`src/hdl/ssac_pkg.sv`:
```
// constants, codes and register map of the servo master command controller
// Operation
// - output pin word: command 12, number C0
// - output device word: command 12, number 80
// - device on/off: command 92, number 60
// - switched-off device: drop external input too
// - alarm history numbers: command 33, 10..15
// - alarm hours: command 33, 20..25
// - history clear: 82, number 20, 1EA5
// - current alarm: command 02, number 00
// - alarm-time display: command 35, 80..8E
// - current alarm clear: 82, 00, 1EA5
// - position read: command 40, 01..0F
// - speed read: command 50, 01..0F
// - acceleration read: command 54, 01..0F
// - deceleration read: command 58, 01..0F
package ssac_pkg;
  // register byte offsets
  localparam logic [7:0] OFS_CTRL   = 8'h00;
  localparam logic [7:0] OFS_STATUS = 8'h04;
  localparam logic [7:0] OFS_WDATA  = 8'h08;
  localparam logic [7:0] OFS_RDATA  = 8'h0c;
  localparam logic [7:0] OFS_OUTPIN = 8'h10;
  localparam logic [7:0] OFS_OUTDEV = 8'h14;
  localparam logic [7:0] OFS_EXTIN  = 8'h18;
  // ctrl fields
  localparam int CTRL_OP_LSB  = 0;
  localparam int CTRL_IDX_LSB = 4;
  // status bits, w1c except busy and no_alarm
  localparam int ST_BUSY     = 0;
  localparam int ST_DONE     = 1;
  localparam int ST_ERR      = 2;
  localparam int ST_REJECT   = 3;
  localparam int ST_NO_ALARM = 4;
  localparam logic [31:0] RST_WORD = 32'h0000_0000;
  // commands and data numbers
  localparam logic [7:0] CMD_STATUS  = 8'h12;
  localparam logic [7:0] CMD_DEVSET  = 8'h92;
  localparam logic [7:0] CMD_HIST    = 8'h33;
  localparam logic [7:0] CMD_CLEAR   = 8'h82;
  localparam logic [7:0] CMD_CURALM  = 8'h02;
  localparam logic [7:0] CMD_ALMDISP = 8'h35;
  localparam logic [7:0] CMD_POS     = 8'h40;
  localparam logic [7:0] CMD_SPD     = 8'h50;
  localparam logic [7:0] CMD_ACC     = 8'h54;
  localparam logic [7:0] CMD_DEC     = 8'h58;
  localparam logic [7:0] DNO_OUTPIN  = 8'hc0;
  localparam logic [7:0] DNO_OUTDEV  = 8'h80;
  localparam logic [7:0] DNO_DEVSET  = 8'h60;
  localparam logic [7:0] DNO_ALMNO   = 8'h10;
  localparam logic [7:0] DNO_ALMTIME = 8'h20;
  localparam logic [7:0] DNO_HISTCLR = 8'h20;
  localparam logic [7:0] DNO_CURALM  = 8'h00;
  localparam logic [7:0] DNO_CURCLR  = 8'h00;
  localparam logic [7:0] DNO_DISP    = 8'h80;
  localparam logic [3:0] HIST_LAST   = 4'h5;
  localparam logic [3:0] DISP_LAST   = 4'he;
  localparam logic [3:0] TABLE_FIRST = 4'h1;
  localparam logic [31:0] CLEAR_KEY  = 32'h0000_1ea5;
  localparam logic [15:0] NO_ALARM   = 16'h00ff;
  // defined bits of each status and on/off word
  localparam logic [31:0] MASK_OUTPIN = 32'h0000_007f;
  localparam logic [31:0] MASK_OUTDEV = 32'h000f_0da9;
  localparam logic [31:0] MASK_DEVSET = 32'h07ff_187f;
  typedef enum logic [3:0] {
    OP_OUTPIN, OP_OUTDEV, OP_DEVSET, OP_ALMNO, OP_ALMTIME, OP_HISTCLR,
    OP_CURALM, OP_ALMDISP, OP_CURCLR, OP_POS, OP_SPD, OP_ACC, OP_DEC
  } ssac_op_t;
endpackage

```
`src/hdl/ssac_cmd_if.sv`:
```
// operation-to-frame carrier between controller and encoder
`timescale 1ns/100ps
`default_nettype none
interface ssac_cmd_if;
  logic [3:0]  op;
  logic [3:0]  idx;
  logic [31:0] wdata;
  logic [7:0]  cmd;
  logic [7:0]  dno;
  logic [31:0] data;
  logic        has_data;
  logic        legal;
  modport ctl (output op, idx, wdata, input cmd, dno, data, has_data, legal);
  modport enc (input op, idx, wdata, output cmd, dno, data, has_data, legal);
endinterface
`default_nettype wire

```
`src/hdl/ssac_master.sv`:
```
// master-station command controller: apb registers to servo command requests
`timescale 1ns/100ps
`default_nettype none
module ssac_master
  import ssac_pkg::*;
(
  // clock and reset
  input  wire logic        clk_sys_i,
  input  wire logic        rstn_i,
  // apb slave
  input  wire logic        psel_i,
  input  wire logic        penable_i,
  input  wire logic        pwrite_i,
  input  wire logic [7:0]  paddr_i,
  input  wire logic [31:0] pwdata_i,
  output logic [31:0]      prdata_o,
  output logic             pready_o,
  output logic             pslverr_o,
  // command request toward the link layer
  output logic             req_valid_o,
  input  wire logic        req_ready_i,
  output logic [7:0]       req_cmd_o,
  output logic [7:0]       req_dno_o,
  output logic             req_has_data_o,
  output logic [31:0]      req_data_o,
  // reply from the link layer
  input  wire logic        rsp_valid_i,
  input  wire logic        rsp_err_i,
  input  wire logic [31:0] rsp_data_i,
  // external input signal enables
  output logic [31:0]      ext_in_o
);
  typedef enum logic [1:0] {S_IDLE, S_SEND, S_WAIT} ssac_state_t;

  ssac_state_t state;
  ssac_state_t next_state;
  ssac_cmd_if  cif ();

  logic [3:0]  op;
  logic [3:0]  idx;
  logic [31:0] wdata;
  logic [31:0] rdata;
  logic [31:0] outpin;
  logic [31:0] outdev;
  logic [31:0] ext_in;
  logic        done;
  logic        err;
  logic        reject;
  logic        no_alarm;

  function automatic logic [31:0] defined_bits(input logic [31:0] w, input logic [31:0] m);
    defined_bits = w & m;
  endfunction

  // apb decode
  wire access    = psel_i & penable_i;
  wire wr        = access & pwrite_i;
  wire hit_ctrl  = (paddr_i == OFS_CTRL);
  wire hit_stat  = (paddr_i == OFS_STATUS);
  wire hit_wdata = (paddr_i == OFS_WDATA);
  wire hit_rdata = (paddr_i == OFS_RDATA);
  wire hit_opin  = (paddr_i == OFS_OUTPIN);
  wire hit_odev  = (paddr_i == OFS_OUTDEV);
  wire hit_ext   = (paddr_i == OFS_EXTIN);
  wire mapped    = hit_ctrl | hit_stat | hit_wdata | hit_rdata | hit_opin | hit_odev | hit_ext;

  wire busy      = (state != S_IDLE);
  wire kick      = wr & hit_ctrl;
  // a start while busy is refused, not queued
  wire start     = kick & ~busy & cif.legal;
  wire refuse    = kick & (busy | ~cif.legal);
  wire sent      = (state == S_SEND) & req_ready_i;
  wire finish    = (state == S_WAIT) & rsp_valid_i;
  wire good_done = finish & ~rsp_err_i;
  wire clr_done  = wr & hit_stat & pwdata_i[ST_DONE];
  wire clr_err   = wr & hit_stat & pwdata_i[ST_ERR];
  wire clr_rej   = wr & hit_stat & pwdata_i[ST_REJECT];

  wire [3:0] ctrl_op  = pwdata_i[CTRL_OP_LSB +: 4];
  wire [3:0] ctrl_idx = pwdata_i[CTRL_IDX_LSB +: 4];

  // encoder sees the requested op while idle, the held op afterwards
  assign cif.op    = busy ? op    : ctrl_op;
  assign cif.idx   = busy ? idx   : ctrl_idx;
  assign cif.wdata = wdata;

  ssac_encode u_enc (
    .c (cif)
  );

  wire is_alarm_op = (op == OP_ALMNO) | (op == OP_CURALM);
  wire devset_ok   = good_done & (op == OP_DEVSET);
  // bits the master turns off also leave the external inputs
  wire [31:0] dropped = ~wdata & MASK_DEVSET;

  wire [31:0] status_word = {27'h0, no_alarm, reject, err, done, busy};
  wire [31:0] read_mux =
      hit_ctrl  ? {24'h0, idx, op} :
      hit_stat  ? status_word :
      hit_wdata ? wdata :
      hit_rdata ? rdata :
      hit_opin  ? outpin :
      hit_odev  ? outdev :
      hit_ext   ? ext_in : RST_WORD;

  assign pready_o  = 1'b1;
  assign pslverr_o = access & ~mapped;
  assign prdata_o  = read_mux;
  assign ext_in_o  = ext_in;

  always_comb begin
    next_state = state;
    unique case (state)
      S_IDLE: if (start) next_state = S_SEND;
      S_SEND: if (req_ready_i) next_state = S_WAIT;
      S_WAIT: if (rsp_valid_i) next_state = S_IDLE;
    endcase
  end

  always_ff @(posedge clk_sys_i or negedge rstn_i) begin
    if (!rstn_i) begin
      state <= S_IDLE;
    end else begin
      state <= next_state;
    end
  end

  // held operation and index
  always_ff @(posedge clk_sys_i or negedge rstn_i) begin
    if (!rstn_i) begin
      op  <= 4'h0;
      idx <= 4'h0;
    end else if (start) begin
      op  <= ctrl_op;
      idx <= ctrl_idx;
    end
  end

  // wdata is frozen while a frame is out
  always_ff @(posedge clk_sys_i or negedge rstn_i) begin
    if (!rstn_i) begin
      wdata <= RST_WORD;
    end else if (wr & hit_wdata & ~busy) begin
      wdata <= pwdata_i;
    end
  end

  // request outputs held from start until taken
  always_ff @(posedge clk_sys_i or negedge rstn_i) begin
    if (!rstn_i) begin
      req_valid_o    <= 1'b0;
      req_cmd_o      <= 8'h00;
      req_dno_o      <= 8'h00;
      req_has_data_o <= 1'b0;
      req_data_o     <= RST_WORD;
    end else if (start) begin
      req_valid_o    <= 1'b1;
      req_cmd_o      <= cif.cmd;
      req_dno_o      <= cif.dno;
      req_has_data_o <= cif.has_data;
      req_data_o     <= cif.data;
    end else if (sent) begin
      req_valid_o    <= 1'b0;
    end
  end

  // reply capture; rdata keeps the raw reply, unassigned bits of the pin and device words cleared before software sees them
  always_ff @(posedge clk_sys_i or negedge rstn_i) begin
    if (!rstn_i) begin
      rdata  <= RST_WORD;
      outpin <= RST_WORD;
      outdev <= RST_WORD;
    end else if (good_done) begin
      rdata <= rsp_data_i;
      if (op == OP_OUTPIN) outpin <= defined_bits(rsp_data_i, MASK_OUTPIN);
      if (op == OP_OUTDEV) outdev <= defined_bits(rsp_data_i, MASK_OUTDEV);
    end
  end

  // external input enables: software sets, a confirmed off-switch drops
  always_ff @(posedge clk_sys_i or negedge rstn_i) begin
    if (!rstn_i) begin
      ext_in <= RST_WORD;
    end else if (devset_ok) begin
      ext_in <= ext_in & ~dropped;
    end else if (wr & hit_ext) begin
      ext_in <= defined_bits(pwdata_i, MASK_DEVSET);
    end
  end

  // sticky flags: a set in the clearing cycle wins
  always_ff @(posedge clk_sys_i or negedge rstn_i) begin
    if (!rstn_i) begin
      done     <= 1'b0;
      err      <= 1'b0;
      reject   <= 1'b0;
      no_alarm <= 1'b0;
    end else begin
      done   <= good_done | (done & ~clr_done);
      err    <= (finish & rsp_err_i) | (err & ~clr_err);
      reject <= refuse | (reject & ~clr_rej);
      if (good_done & is_alarm_op) begin
        no_alarm <= (rsp_data_i[15:0] == NO_ALARM);
      end
    end
  end
endmodule
`default_nettype wire

```
`src/hdl/ssac_encode.sv`:
```
// maps an operation and index onto command code, data number and data
`timescale 1ns/100ps
`default_nettype none
module ssac_encode
  import ssac_pkg::*;
(
  ssac_cmd_if.enc c
);
  wire hist_ok  = (c.idx <= HIST_LAST);
  wire disp_ok  = (c.idx <= DISP_LAST);
  wire table_ok = (c.idx >= TABLE_FIRST);
  wire [7:0] idx8 = {4'h0, c.idx};

  always_comb begin
    c.cmd      = CMD_STATUS;
    c.dno      = DNO_OUTPIN;
    c.data     = RST_WORD;
    c.has_data = 1'b0;
    c.legal    = 1'b1;
    unique case (c.op)
      OP_OUTPIN:  c.dno = DNO_OUTPIN;
      OP_OUTDEV:  c.dno = DNO_OUTDEV;
      OP_DEVSET: begin
        c.cmd      = CMD_DEVSET;
        c.dno      = DNO_DEVSET;
        c.data     = c.wdata & MASK_DEVSET;
        c.has_data = 1'b1;
      end
      OP_ALMNO: begin
        c.cmd   = CMD_HIST;
        c.dno   = DNO_ALMNO + idx8;
        c.legal = hist_ok;
      end
      OP_ALMTIME: begin
        c.cmd   = CMD_HIST;
        c.dno   = DNO_ALMTIME + idx8;
        c.legal = hist_ok;
      end
      OP_HISTCLR: begin
        c.cmd      = CMD_CLEAR;
        c.dno      = DNO_HISTCLR;
        c.data     = CLEAR_KEY;
        c.has_data = 1'b1;
      end
      OP_CURALM: begin
        c.cmd = CMD_CURALM;
        c.dno = DNO_CURALM;
      end
      OP_ALMDISP: begin
        c.cmd   = CMD_ALMDISP;
        c.dno   = DNO_DISP + idx8;
        c.legal = disp_ok;
      end
      OP_CURCLR: begin
        c.cmd      = CMD_CLEAR;
        c.dno      = DNO_CURCLR;
        c.data     = CLEAR_KEY;
        c.has_data = 1'b1;
      end
      OP_POS: begin
        c.cmd   = CMD_POS;
        c.dno   = idx8;
        c.legal = table_ok;
      end
      OP_SPD: begin
        c.cmd   = CMD_SPD;
        c.dno   = idx8;
        c.legal = table_ok;
      end
      OP_ACC: begin
        c.cmd   = CMD_ACC;
        c.dno   = idx8;
        c.legal = table_ok;
      end
      OP_DEC: begin
        c.cmd   = CMD_DEC;
        c.dno   = idx8;
        c.legal = table_ok;
      end
      default: c.legal = 1'b0;
    endcase
  end
endmodule
`default_nettype wire

```
`config.mk`:
```
export PLATFORM = sky130hd
export DESIGN_NAME = ssac_master
export DESIGN_NICKNAME = d
export VERILOG_FILES = /design/src/hdl/ssac_pkg.sv /design/src/hdl/ssac_cmd_if.sv /design/src/hdl/ssac_master.sv /design/src/hdl/ssac_encode.sv
export SDC_FILE = /design/constraint.sdc
export NUM_CORES = 1
export LEC_CHECK = 0
export BUFFER_PORTS_ARGS = -buffer_cell sky130_fd_sc_hd__buf_2
export CORE_MARGIN = 3
export CORE_UTILIZATION = 35
export CTS_CLUSTER_DIAMETER = 60
export CTS_CLUSTER_SIZE = 24
export DETAILED_ROUTE_END_ITERATION = 8
export PLACE_DENSITY = 0.54
export SYNTH_ARGS = -nofsm -noshare
export SYNTH_HDL_FRONTEND = slang
export SYNTH_SLANG_ARGS = --single-unit
```
`constraint.sdc`:
```
create_clock -name clk_sys_i -period 3 [get_ports clk_sys_i]
set_input_delay 0.3 -clock clk_sys_i [delete_from_list [all_inputs] [get_ports clk_sys_i]]
set_output_delay 0.3 -clock clk_sys_i [all_outputs]
set_load 0.05 [all_outputs]
```
Word-level counts from Yosys, hierarchy flattened
Cells that the tools add are included.
{"block": "classes", "n_addsub": 3, "order_cmp": 3, "eq_ne": 28, "muxes": 22, "bitwise": 44, "n_reduce_logical": 16}
{"cell": "2-to-1 mux 32 bit", "count": 9}
{"cell": "one-hot mux 8 bit (9 select lines)", "count": 1}
{"cell": "one-hot mux 8 bit (8 select lines)", "count": 1}
{"cell": "one-hot mux 27 bit (2 select lines)", "count": 1}
{"cell": "AND 32 bit", "count": 1}
{"cell": "NOT 27 -> 32 bit", "count": 1}
{"cell": "NOT 27 bit", "count": 1}
{"cell": "equality test 8 x 5 -> 1 bit (second input constant)", "count": 3}
{"cell": "AND 1 bit", "count": 23}
{"cell": "equality test 4 x 3 -> 1 bit (second input constant)", "count": 5}
{"cell": "equality test 4 bit (second input constant)", "count": 5}
{"cell": "equality test 16 x 8 -> 1 bit (second input constant)", "count": 1}
{"cell": "equality test 4 x 2 -> 1 bit (second input constant)", "count": 4}
{"cell": "equality test 8 x 4 -> 1 bit (second input constant)", "count": 2}
{"cell": "OR 1 bit", "count": 11}
{"cell": "adder 8 x 4 -> 8 bit (first input constant)", "count": 1}
{"cell": "equality test 4 x 1 -> 1 bit (second input constant)", "count": 2}
{"cell": "equality test 8 x 3 -> 1 bit (second input constant)", "count": 1}
{"cell": "zero test 4 bit", "count": 2}
{"cell": "zero test 8 bit", "count": 1}
{"cell": "2-to-1 mux 4 bit", "count": 2}
{"cell": "adder 6 x 4 -> 7 bit (first input constant)", "count": 1}
{"cell": "NOT 1 bit", "count": 7}
{"cell": "adder 5 x 4 -> 6 bit (first input constant)", "count": 1}
{"cell": "other kinds (18)", "count": 29}
{"block": "word_totals", "regBits": 178, "input_bits": 80, "out_inout_bits": 116, "elab_cells": 133}

Depth between registers and ports, before layout
{"block": "logic_depth", "depth_word": 9, "ltp_mapped": 12, "depth_no_buf": 8}

By module
From an unflattened synthesis, not the netlist that was laid out.
{"block": "unflattened", "hier_cells": 739, "area_unflattened_um2": 8515.7}
{"module": "ssac_master", "n_inst": 1, "cells_each": 643, "area_each_um2": 7880.1, "seq_area_each_um2": 4154.0}
{"module": "ssac_encode", "n_inst": 1, "cells_each": 96, "area_each_um2": 635.6, "seq_area_each_um2": 0.0}

Worst setup path before layout
No wires, ideal clock.
{"block": "synth_timing", "path_kind": "input -> output", "start": "in paddr_i[5]", "end": "out prdata_o[7]", "arrival_time_ns": 2.781, "t_required_ns": 2.700, "path_slack_ns": -0.081, "stages": 6, "path_buffers": 1, "cell_sequence": "or4_4 -> nor2_1 -> and3_1 -> clkbuf_1 -> a21oi_1 -> o21ai_0"}
{"block": "synth_via", "elab_chain_len": 8, "word_cells_on_any_way": 14, "classes_between": "eq/ne: 6; mux: 7; reduce/logical: 1"}
{"item": "from (decl)", "line_no": "ssac_master.sv:14", "rtl": "input wire logic [7:0] paddr_i,"}
{"item": "equality test 8 x 5 -> 1 bit", "line_no": "ssac_master.sv:64", "rtl": "wire hit_ext = (paddr_i == OFS_EXTIN);"}
{"item": "2-to-1 mux 32 bit", "line_no": "ssac_master.sv:104", "rtl": "hit_ext ? ext_in : RST_WORD;"}
{"item": "2-to-1 mux 32 bit", "line_no": "ssac_master.sv:103", "rtl": "hit_odev ? outdev :"}
{"item": "2-to-1 mux 32 bit", "line_no": "ssac_master.sv:102", "rtl": "hit_opin ? outpin :"}
{"item": "2-to-1 mux 32 bit", "line_no": "ssac_master.sv:101", "rtl": "hit_rdata ? rdata :"}
{"item": "2-to-1 mux 32 bit", "line_no": "ssac_master.sv:100", "rtl": "hit_wdata ? wdata :"}
{"item": "2-to-1 mux 32 bit", "line_no": "ssac_master.sv:99", "rtl": "hit_stat ? status_word :"}
{"item": "2-to-1 mux 32 bit *", "line_no": "ssac_master.sv:98", "rtl": "hit_ctrl ? {24'h0, idx, op} :"}
{"item": "to (decl)", "line_no": "ssac_master.sv:16", "rtl": "output logic [31:0] prdata_o,"}
Mark *: on every way between the ends. The rest lies on a longest branch, timed or not.

Final worst setup path
{"block": "layout_timing", "start": "reg state[0]", "end": "reg req_data_o[3]"}
{"block": "layout_via", "elab_chain_len": 6, "word_cells_on_any_way": 28, "classes_between": "order compare: 3; eq/ne: 12; mux: 4; bitwise: 3; reduce/logical: 6"}
{"item": "from (decl)", "line_no": "ssac_master.sv:35", "rtl": "ssac_state_t state;"}
{"item": "from (signal assigned)", "line_no": "ssac_master.sv:124", "rtl": "state <= next_state;"}
{"item": "nonzero test 2 bit *", "line_no": "ssac_master.sv:67", "rtl": "wire busy = (state != S_IDLE);"}
{"item": "2-to-1 mux 4 bit", "line_no": "ssac_master.sv:83", "rtl": "assign cif.op = busy ? op : ctrl_op;"}
{"item": "equality test 4 x 1 -> 1 bit, or another cell as far along", "line_no": "ssac_encode.sv:20", "rtl": "unique case (c.op)"}
{"item": "OR reduction 6 bit (no line), or another cell as far along"}
{"item": "one-hot mux 1 bit (4 select lines)", "line_no": "ssac_encode.sv:20"}
{"item": "AND 1 bit", "line_no": "ssac_master.sv:70", "rtl": "wire start = kick & ~busy & cif.legal;"}
{"item": "to (signal assigned)", "line_no": "ssac_master.sv:161", "rtl": "req_data_o <= cif.data;"}
{"item": "to (decl)", "line_no": "ssac_master.sv:25", "rtl": "output logic [31:0] req_data_o,"}
Marks and branches as above.
A chain may end at the register's enable or synchronous reset.

==> results.toml <==
[synthesis]
async_reset_ff_share_pct = 100.0
synth_common_cells = "dfrtp_1 (154), mux2_2 (93), o21ai_0 (84)"
synth-seq-cells = 154
ys_seq_area_share_pct = 49.35
synth-edff-count = 0
yosysWarningCount = 0
synth_area_leaders = "dfrtp_1 (49%), mux2_2 (13%), o21ai_0 (5.4%), nand2_1 (3.6%), mux2i_1 (3.6%)"
synthCells = 723
avgSynthCellArea_sq_um = 10.80
ys.flop_type = "dfrtp_1"
yosys.cell_types.count = 63
synth_top_area_cell = "dfrtp_1"
netlist.area_leader.share_pct = 49.35
yosysMostFrequentCell = "dfrtp_1"
syn_area_sq_um = 7809

[cells_and_area]
area_growth_pct = 22.32
final_cell_area_sq_um = 9552
n_antenna_cell = 0
final_cell_count_no_fill = 1190
fin_nets = 981
final_core_util_pct = 43.63
fillerInstances = 2176
drive_gt1_share_pct = 38.79

[timing]
worstMarginPinSlew_ns = 0.5656
slew-limit-headroom_pct = 62.29
min_period_over_period_pct = 92.06
rsz0062_at_grt = "no"
drv_slew = 0
fin_ws_ns = 0.2382
finalSetupTns_ns = 0
finalSetupViolations = 0
fmax_mhz = 362.1
finalHoldViolCount = 0
fin_skew_ns = 0.01428
fin_crit_ns = 2.762

[worst_setup_path]
cp-end-kind = "flop"
start_kind = "flop"
critical_path_class = "flop to flop"
cp.required_ns = 3.31
cp.arrival_ns = 3.08
crit_path_max_fanout = 21

[route]
post_drt_via_cell_ratio = 5.188
wire_per_inst_microns = 19.00
firstDrtPassIters = 5
wirelength_microns = 22620
ant_nets = 0
drc = 0
drtIter0Drc = 255
dr_total_vias = 6174

[global_routing]
grt_pass1_wl_microns = 35130
grt_use_total_pct = 18.66
grt_pass1_vias = 6075
gr-total-overflow = 0
grt_max_degree = 59
grt_antenna_before_repair = 2

[placed_design]
routabilityCongestion = 0.8124
dpl_cell_area_sq_um = 8959
portBuffers = 173
dp_hpwl_microns = 16380
pre_cts_ws_ns = 0.1380
dp_cells = 1157

[floorplanning]
die_w_microns = 155.4
core_area_sq_um = 21890
fp.dieArea_sq_um = 24140
initial_core_util_pct = 35.67
ioPinCount = 196
core.rowCount = 54
die_h_microns = 155.4

[power]
pwr-share-comb_pct = 23.1
p_sw_mw = 1.851
p_per_area_nw_per_um2 = 631.8
ir_worst_vdd_uv = 363.8
p_sw_share_pct = 30.68
p_int_mw = 4.183
clkPwrFrac_pct = 35.0
leakagePower_nw = 4.864
power_frac_seq_pct = 42.0

[cts]
cts-root-buf = "clkbuf_16"
cts_buffers = 17
clock_path_buffers = 2
cts_setup_buffers = 0
cts_tree = "yes"
htreeDepth = 4
path_clk_slew_ns = 0.07
clock-sinks = 154
clk-insertion-delay-late_ns = 0.43

[hold_path]
hp-class = "primary input to flop"

[outcome]
status = "finished clean"

[run]
drv_cap = 0
[power groups by stage]
| stage | clock (mW) | sequential (mW) | combinational, mW |
|---|---|---|---|
| 2_1_floorplan | 0 | 2.54 | 1.01 |
| 3_3_place_gp | 0 | 2.56 | 1.37 |
| 3_5_place_dp | 0 | 2.57 | 1.39 |
| 4_1_cts | 2.17 | 2.53 | 1.39 |
| 5_1_grt | 2.26 | 2.57 | 1.54 |
| 6_report | 2.11 | 2.53 | 1.39 |
[critical path, cell delays in order, from the launching register on]
cell	delay, ns
dfrtp_1	0.40
inv_1	0.11
ha_2	0.28
buf_4	0.21
nor3b_1	0.20
o221ai_1	0.18
o32ai_1	0.38
nor3_2	0.15
or2_1	0.27
buf_4	0.22
a22o_1	0.25
[flip-flops by register name, summed over array words and instances (netlist names), 7 cells and up]
| register | flops |
|---|---|
| rdata | 32 |
| cif.wdata | 32 |
| req_data_o | 21 |
| outpin | 7 |
| req_cmd_o | 7 |
| ext_in_o | 20 |
| outdev | 11 |
| req_dno_o | 8 |
[metal layers]
metal / global-route usage (%) / vias to the layer above / share of wire [%]
li1: - / 2894 / -
met1: 24.83 / 3058 / 45
met2: 29.15 / 191 / 46
met3: 6.509 / 27 / 7.6
met4: 4.919 / 4 / 1.8
met5: 0 / - / 0.066
[path summary, 6_finish.rpt]
check                                       to  depth (start not counted)  slack (ns)    startpoint
worst min-delay path             cif.wdata[15]                          2        0.08  pwdata_i[15]
worst min register to register            done                          2        0.47          done
min in group asynchronous       req_data_o[10]                          2        0.43        rstn_i
max in group asynchronous             state[0]                          3        1.82        rstn_i
worst max register to register   req_data_o[3]                         10        0.24      state[0]
worst max-delay path             req_data_o[3]                         10        0.24      state[0]
[kinds of logic after synthesis]
kind of cell    share of synthesized area (%)
other cells                           0.09617
mux                                     18.84
simple gates                            10.43
xor+xnor                               0.5609
buf+inv                                 6.377
fa+ha+maj                              0.6409
compound gates                          13.70
flops                                   49.35
[layout by cell type, fill, tap and decap left out, drive strengths merged, types with 4 or more instances in the layout]
cell / count
a21oi: 26
a221oi: 5
a22o: 16
and3: 8
buf: 206
clkbuf: 19
conb: 22
dfrtp: 154
ha: 4
inv: 25
mux2: 101
mux2i: 30
nand2: 76
nand2b: 5
nand3: 10
nand3b: 7
nor2: 30
nor3: 13
nor4: 4
o21ai: 86
o31ai: 7
[layout make-up]
type	instances	area [sq um]	share of cell area, %
Clock buffer	19	442.9	4.637
Clock inverter	13	132.6	1.389
Inverter	19	71.32	0.7467
Multi-Input combinational cell	498	3546	37.12
Sequential cell	154	3854	40.35
Tap cell	280	350.3	3.668
Timing Repair Buffer	207	1155	12.09
[stage by stage]
stage               power [mW]  hold WS [ns]
floorplan                3.549      0.004409
global placement         3.928        0.3212
detailed placement       3.958        0.3243
CTS                      6.095       0.07173
global route             6.375       0.07778
finish                   6.034       0.08433
[timing repair]
action                                  in CTS  in global routing
resized for setup                            0                  2
endpoints found under the setup margin       0                 45
hold buffers                                 1                  0
endpoints found under the hold margin       55                  0
Power figures use the tool's default switching activity.
